`src/inc/csb_defines.svh`:
```
// Constants for the cache sideband block
`ifndef CSB_DEFINES_SVH
`define CSB_DEFINES_SVH
`define CSB_WAY0         1'h0
`define CSB_WAY1         1'h1
`define CSB_CNT_W        4
`define CSB_CNT_ZERO     4'h0
`define CSB_CNT_ONE      4'h1
`define CSB_CNT_MAX      4'hF
`define CSB_LINE_M       2'h3
`define CSB_LINE_E       2'h2
`define CSB_LINE_S       2'h1
`define CSB_LINE_I       2'h0
`endif

```
`src/inc/csb_pkg.sv`:
```
// Types for the cache sideband block
package csb_pkg;
  typedef enum logic [2:0] {
    CSB_IDLE    = 3'b001,
    CSB_ISSUE   = 3'b010,
    CSB_PENDING = 3'b100
  } csb_mstate_t;
  typedef logic [1:0] csb_line_t;
  typedef enum logic [1:0] {
    CSB_CYC_CODE    = 2'b00,
    CSB_CYC_DATA    = 2'b01,
    CSB_CYC_SPECIAL = 2'b10
  } csb_cyc_t;
endpackage

```
`src/inc/csb_wb_if.sv`:
```
// Link between the memory cycle sequencer and the write-order tracker
`timescale 1ns/10ps
interface csb_wb_if;
  logic post;
  logic grant;
  modport seq (output post, output grant);
  modport trk (input post, input grant);
endinterface
```
`src/hdl/csb_sideband.sv`:
```
// Cache controller sideband signalling toward memory bus and processor
`timescale 1ns/10ps
`include "csb_defines.svh"
module csb_sideband (
  // Clock and reset
  input  wire logic              CLK,
  input  wire logic              RESET,
  // Configuration
  input  wire logic              STRONG_ORDER,
  // Internal cycle request
  input  wire logic              REQ_VALID,
  output logic                   REQ_READY,
  input  wire logic              REQ_WAY,
  input  wire logic              REQ_WRITETHROUGH,
  // Memory bus side
  output logic                   MEMBUS_CYCLE_STROBE_N,
  output logic                   WAY_SELECT_OUT,
  input  wire logic              NEXT_CYCLE_ENABLE_N,
  input  wire logic              MEMBUS_READY_N,
  input  wire logic              MEMBUS_GRANT_N,
  input  wire logic              SNOOP_WINDOW_END_N,
  input  wire logic              DIRECT_TO_MODIFIED_REQ_N,
  output csb_pkg::csb_line_t     FILL_STATE,
  output logic                   FILL_STATE_VALID,
  // Processor side
  input  wire logic              CPU_CYCLE_STROBE_N,
  input  wire logic              DATA_CODE,
  input  wire logic              CPU_MEM_IO,
  output csb_pkg::csb_cyc_t      CPU_CYCLE_KIND,
  output logic                   CPU_CYCLE_VALID,
  input  wire logic              INQ_REQ,
  input  wire logic              INQ_ADDR_VALID,
  output logic                   INQ_ADDR_STROBE_N,
  output logic                   INQ_DONE,
  output logic                   WRITE_BUFFER_EMPTY_N
);
  import csb_pkg::*;

  // ----------------------------------------
  // Memory bus cycle sequencer
  // ----------------------------------------
  csb_mstate_t state;
  csb_mstate_t next_state;
  logic        pend_wt;
  logic        pend_valid;
  logic        issue_wt;
  csb_wb_if    wbl ();

  wire cna      = !NEXT_CYCLE_ENABLE_N;
  wire done     = !MEMBUS_READY_N;
  // New strobe allowed when idle or pipelined behind a pending cycle
  wire can_issue = (state == CSB_IDLE) || ((state == CSB_PENDING) && cna && !pend_valid);
  wire take     = REQ_VALID && can_issue;
  assign REQ_READY = can_issue;

  always_comb begin
    next_state = state;
    unique case (state)
      CSB_IDLE:    if (take) next_state = CSB_ISSUE;
      CSB_ISSUE:   next_state = CSB_PENDING;
      CSB_PENDING: if (take) next_state = CSB_ISSUE;
                   else if (done && !pend_valid) next_state = CSB_IDLE;
      default:     next_state = CSB_IDLE;
    endcase
  end

  always_ff @(posedge CLK or posedge RESET) begin
    if (RESET) begin
      state                 <= CSB_IDLE;
      MEMBUS_CYCLE_STROBE_N <= 1'b1;
      WAY_SELECT_OUT        <= `CSB_WAY0;
    end else begin
      state                 <= next_state;
      MEMBUS_CYCLE_STROBE_N <= !take;
      if (take) begin
        WAY_SELECT_OUT <= REQ_WAY;
      end
    end
  end

  // One cycle may sit pipelined behind the active one; it ends on ready.
  // A take in the very clock the head ends makes the new cycle the head.
  wire queue_it = take && (state == CSB_PENDING) && !done;
  always_ff @(posedge CLK or posedge RESET) begin
    if (RESET) begin
      pend_valid <= 1'b0;
      pend_wt    <= 1'b0;
      issue_wt   <= 1'b0;
    end else begin
      if (queue_it) begin
        pend_valid <= 1'b1;
        pend_wt    <= REQ_WRITETHROUGH;
      end else if (done) begin
        pend_valid <= 1'b0;
      end
      // Grant belongs to the head cycle, not to the queued one
      if (take && !queue_it) begin
        issue_wt <= REQ_WRITETHROUGH;
      end else if (done && pend_valid) begin
        issue_wt <= pend_wt;
      end
    end
  end

  // ----------------------------------------
  // Write ordering
  // ----------------------------------------
  assign wbl.post  = take && REQ_WRITETHROUGH;
  assign wbl.grant = !MEMBUS_GRANT_N && (state != CSB_IDLE) && issue_wt;

  csb_wb_track u_track (
    .CLK                  (CLK),
    .RESET                (RESET),
    .strong_order         (STRONG_ORDER),
    .wb                   (wbl),
    .write_buffer_empty_n (WRITE_BUFFER_EMPTY_N)
  );

  // ----------------------------------------
  // Line state promotion
  // ----------------------------------------
  // Sampling only at window end keeps a stray level from changing state
  wire snoop_window_end_n = !SNOOP_WINDOW_END_N;
  always_ff @(posedge CLK or posedge RESET) begin
    if (RESET) begin
      FILL_STATE       <= `CSB_LINE_I;
      FILL_STATE_VALID <= 1'b0;
    end else begin
      FILL_STATE_VALID <= snoop_window_end_n;
      if (snoop_window_end_n) begin
        FILL_STATE <= !DIRECT_TO_MODIFIED_REQ_N ? `CSB_LINE_M : `CSB_LINE_E;
      end
    end
  end

  // ----------------------------------------
  // Processor cycle decode
  // ----------------------------------------
  // Qualifier is trusted only in the strobe clock
  wire      cpu_start = !CPU_CYCLE_STROBE_N;
  csb_cyc_t kind_w;
  assign kind_w = DATA_CODE ? CSB_CYC_DATA :
                  (CPU_MEM_IO ? CSB_CYC_CODE : CSB_CYC_SPECIAL);

  always_ff @(posedge CLK or posedge RESET) begin
    if (RESET) begin
      CPU_CYCLE_KIND  <= CSB_CYC_CODE;
      CPU_CYCLE_VALID <= 1'b0;
    end else begin
      CPU_CYCLE_VALID <= cpu_start;
      if (cpu_start) begin
        CPU_CYCLE_KIND <= kind_w;
      end
    end
  end

  // ----------------------------------------
  // Inquire and back-invalidation strobe
  // ----------------------------------------
  // Held request fires once the address has settled on the pins
  logic inq_busy;
  wire  inq_fire = INQ_REQ && INQ_ADDR_VALID && !inq_busy;
  always_ff @(posedge CLK or posedge RESET) begin
    if (RESET) begin
      INQ_ADDR_STROBE_N <= 1'b1;
      INQ_DONE          <= 1'b0;
      inq_busy          <= 1'b0;
    end else begin
      INQ_ADDR_STROBE_N <= !inq_fire;
      INQ_DONE          <= inq_fire;
      inq_busy          <= INQ_REQ && (inq_busy || inq_fire);
    end
  end
endmodule // csb_sideband

```
`src/hdl/csb_wb_track.sv`:
```
// Posted writethrough tracker driving the write-buffer-empty indication
`timescale 1ns/10ps
`include "csb_defines.svh"
module csb_wb_track (
  // Clock and reset
  input  wire logic CLK,
  input  wire logic RESET,
  // Mode
  input  wire logic strong_order,
  // Write events
  csb_wb_if.trk     wb,
  // Result
  output logic      write_buffer_empty_n
);
  logic [`CSB_CNT_W-1:0] posted;
  logic [`CSB_CNT_W-1:0] next_posted;
  wire inc = wb.post && !wb.grant && (posted != `CSB_CNT_MAX);
  wire dec = wb.grant && !wb.post && (posted != `CSB_CNT_ZERO);

  assign next_posted = inc ? posted + `CSB_CNT_ONE :
                       dec ? posted - `CSB_CNT_ONE : posted;

  always_ff @(posedge CLK or posedge RESET) begin
    if (RESET) begin
      posted <= `CSB_CNT_ZERO;
    end else begin
      posted <= next_posted;
    end
  end

  // Weak ordering never holds the processor back
  always_ff @(posedge CLK or posedge RESET) begin
    if (RESET) begin
      write_buffer_empty_n <= 1'b0;
    end else begin
      write_buffer_empty_n <= strong_order && (next_posted != `CSB_CNT_ZERO);
    end
  end
endmodule // csb_wb_track

```
`config.mk`:
```
export PLATFORM = sky130hd
export DESIGN_NAME = csb_sideband
export DESIGN_NICKNAME = d
export VERILOG_FILES = /design/src/inc/csb_pkg.sv /design/src/inc/csb_wb_if.sv /design/src/hdl/csb_sideband.sv /design/src/hdl/csb_wb_track.sv
export VERILOG_INCLUDE_DIRS = /design/src /design/src/inc
export SDC_FILE = /design/constraint.sdc
export NUM_CORES = 1
export LEC_CHECK = 0
export BUFFER_PORTS_ARGS = -buffer_cell sky130_fd_sc_hd__buf_2
export CELL_PAD_IN_SITES_DETAIL_PLACEMENT = 1
export CELL_PAD_IN_SITES_GLOBAL_PLACEMENT = 1
export CORE_ASPECT_RATIO = 0.75
export CORE_MARGIN = 2
export CORE_UTILIZATION = 42
export DETAILED_ROUTE_END_ITERATION = 8
export GPL_ROUTABILITY_DRIVEN = 1
export PLACE_DENSITY_LB_ADDON = 0.1
export SYNTH_ARGS = -nofsm -noshare
export SYNTH_HDL_FRONTEND = slang
export SYNTH_SLANG_ARGS = --single-unit
```
`constraint.sdc`:
```
create_clock -name CLK -period 3.15 [get_ports CLK]
set_input_delay 0.63 -clock CLK [delete_from_list [all_inputs] [get_ports CLK]]
set_output_delay 0.63 -clock CLK [all_outputs]
set_load 0.05 [all_outputs]
```
==> impl_metrics.json <==
{
  "fin_setup_tns_ns": 0,
  "drt_iter0_drc": 35,
  "final_util_pct": 53.0,
  "place_area_um2": 1320,
  "ctsHoldBuffers": 0,
  "coreArea_um2": 2580,
  "synth_top_area_cell": "dfrtp_1",
  "hold_ws_ns": 0.447,
  "remaining_drc_errors": 0,
  "antennaDiodeCount": 0,
  "status": "completed",
  "synth_fp_nets": 128,
  "finalClockSkew_ns": 0.0107,
  "drive_gt1_share_pct": 33.1,
  "dp_hpwl_um": 2020,
  "syn_area_um2": 1130,
  "dr.pass1.iters": 4,
  "synthToLayoutAreaGrowth_pct": 21.3,
  "synth-compound-area-share_pct": 16.1,
  "ff_latch_area_um2": 554,
  "p_int_uw": 676,
  "netSwitchingFraction_pct": 42.9,
  "synth.most_common_cell": "dfrtp_1",
  "total_power_mw": 1.18,
  "yosysUniqueCellTypes": 40,
  "p_clk_share_pct": 18.6,
  "grt_max_degree": 23,
  "synth-simple-area-share_pct": 24.3,
  "synthCells": 110,
  "seq_area_frac_synth_pct": 49.1,
  "hold_violations": 0,
  "cts_buffer_depth": 2,
  "fin_cells": 178,
  "htree_levels": 1,
  "crit_path_end_kind": "primary output",
  "p_switching_uw": 508,
  "antenna_found_initial": 0,
  "ir_worst_vdd_mv": 0.388,
  "cts_buffers": 3,
  "slew_headroom_pct": 44.7,
  "die_y_um": 48.9,
  "max_freq_ghz": 0.410,
  "synthTopCellsByCount": "dfrtp_1, nand2_1, inv_1, a21oi_1, nand3_1",
  "cts_tree": "yes",
  "chipWidth_um": 63.9,
  "synth_top_family_by_area": "simple AND/OR/NAND/NOR gates",
  "track_usage_pct": 20.4,
  "ys.warnings.count": 0,
  "fin_crit_ns": 2.44,
  "fin_ws_ns": 0.710,
  "synth-xor-area-share_pct": 0.776,
  "maxCapViolations": 0,
  "hold_class": "input port to asynchronous set/reset pin",
  "pre_cts_slack_ns": 0.787,
  "syn_avg_cell_area_um2": 10.3,
  "powerDensity_nw_per_um2": 865,
  "start_kind": "flip-flop",
  "min_period_over_period_pct": 77.4,
  "fin_nets": 161,
  "yosys-top-cells-area": "dfrtp_1, dfstp_2, mux2_2",
  "postCtsSetupRepairBufs": 0,
  "start_util_pct": 43.7,
  "grt_pass1_vias": 1032,
  "synth-edff-count": 0,
  "wl_um": 2720,
  "grt_pass1_wl_um": 4930,
  "avgViaCountPerCell": 5.34,
  "clock_sinks": 22,
  "io_buffers": 27,
  "gp_congestion": 0.807,
  "dp.cells": 174,
  "setup_violations": 0,
  "ys.flop_type": "dfrtp_1",
  "rsz0062_at_grt": "false",
  "clock_latency_ns": 0.32,
  "cts.reportedPaths.clkPinSlew_ns": 0.13,
  "multi_input_area_um2": 544,
  "final_cell_area_um2": 1370,
  "ios": 28,
  "synthMuxAreaShare_pct": 4.88,
  "async_reset_ff_share_pct": 100,
  "crit_fanout": 5,
  "slew_viol_final": 0,
  "grt_remaining_overflow": 0,
  "comb_power_share_pct": 43.2,
  "max_slew.worst_pin.slew_ns": 0.829,
  "cp.arrival_ns": 1.81,
  "routedWlPerCell_um": 15.3,
  "synthAdderAreaFrac_pct": 2.22,
  "worstSetupPathType": "flip-flop to primary output",
  "postCtsResizedCells": 0,
  "synth_top_cell_area_share_pct": 42.1,
  "row_count": 16,
  "worstPathRequired_ns": 2.52,
  "drtAntennaViolNets": 0,
  "cts_root_buf": "clkbuf_4",
  "vias": 951,
  "ys_seq_elements": 22,
  "p_leak_nw": 0.642,
  "die_area_um2": 3120,
  "fillers": 310,
  "power_frac_seq_pct": 38.1
}
-- logic make-up after synthesis --
group / count (synthesis)
buf+inv: 8
xor+xnor: 1
mux: 5
flops: 22
fa+ha+maj: 2
compound gates: 24
simple gates: 48
-- layout by cell type (no fill, tap or decap), drive strengths merged, types with 2 or more instances in the layout --
cell type,count
nand4,2
nor2,4
nand2,9
ha,2
or2,3
or3,3
and3,3
a21oi,6
dfrtp,19
nand3,5
o21a,2
mux2,4
a21boi,2
o21ai,3
nor3,4
nand2b,4
o211ai,3
buf,28
clkbuf,3
dfstp,3
nor2b,4
o22ai,2
inv,8
-- state kept, by name (all words and copies together) (netlist names) --
signal	count
WAY_SELECT_OUT	1
state	3
CPU_CYCLE_KIND	2
u_track.write_buffer_empty_n	1
INQ_ADDR_STROBE_N	1
issue_wt	1
inq_busy	1
INQ_DONE	1
FILL_STATE	2
FILL_STATE_VALID	1
u_track.posted	4
pend_valid	1
CPU_CYCLE_VALID	1
pend_wt	1
MEMBUS_CYCLE_STROBE_N	1
-- cell type report --
| class | instances | area share (%) |
|---|---|---|
| well taps | 36 | 3.29 |
| multi-input cells | 80 | 39.8 |
| inverters | 8 | 2.19 |
| clock inverters | 1 | 2.19 |
| repair buffers | 28 | 10.4 |
| clock buffers | 3 | 1.65 |
| flip-flops and latches | 22 | 40.5 |
-- worst paths after layout --
check	start	end	slack, ns	cells after the start
max in group asynchronous	RESET	u_track.posted[2]	2.18	2
max reg2reg	u_track.posted[0]	u_track.write_buffer_empty_n	0.79	7
max	pend_valid	REQ_READY	0.71	3
min	RESET	CPU_CYCLE_VALID	0.45	2
min in group CLK	CPU_MEM_IO	CPU_CYCLE_KIND[1]	0.46	2
min reg2reg	WAY_SELECT_OUT	WAY_SELECT_OUT	0.48	2
-- power groups by stage --
| stage | Clock, mW | Combinational [mW] | Sequential, mW |
|---|---|---|---|
| floorplan | 0 | 0.324 | 0.500 |
| global placement | 0 | 0.497 | 0.446 |
| detailed placement | 0 | 0.506 | 0.452 |
| CTS | 0.229 | 0.512 | 0.448 |
| global route | 0.242 | 0.570 | 0.463 |
| finish | 0.221 | 0.512 | 0.451 |
-- metal layers --
metal	GRT usage [%]	part of all wire, %
met1	26.0	45
met2	32.5	47
met3	6.24	7.0
met4	7.97	0.88
met5	0	0
-- worst max-delay path, cell delays in order, from the launching register on --
cell	delay [ns]
dfrtp_1	0.45
or4b_4	0.58
a21oi_1	0.18
buf_2	0.29
No activity file was read; power rests on OpenSTA's default activity.
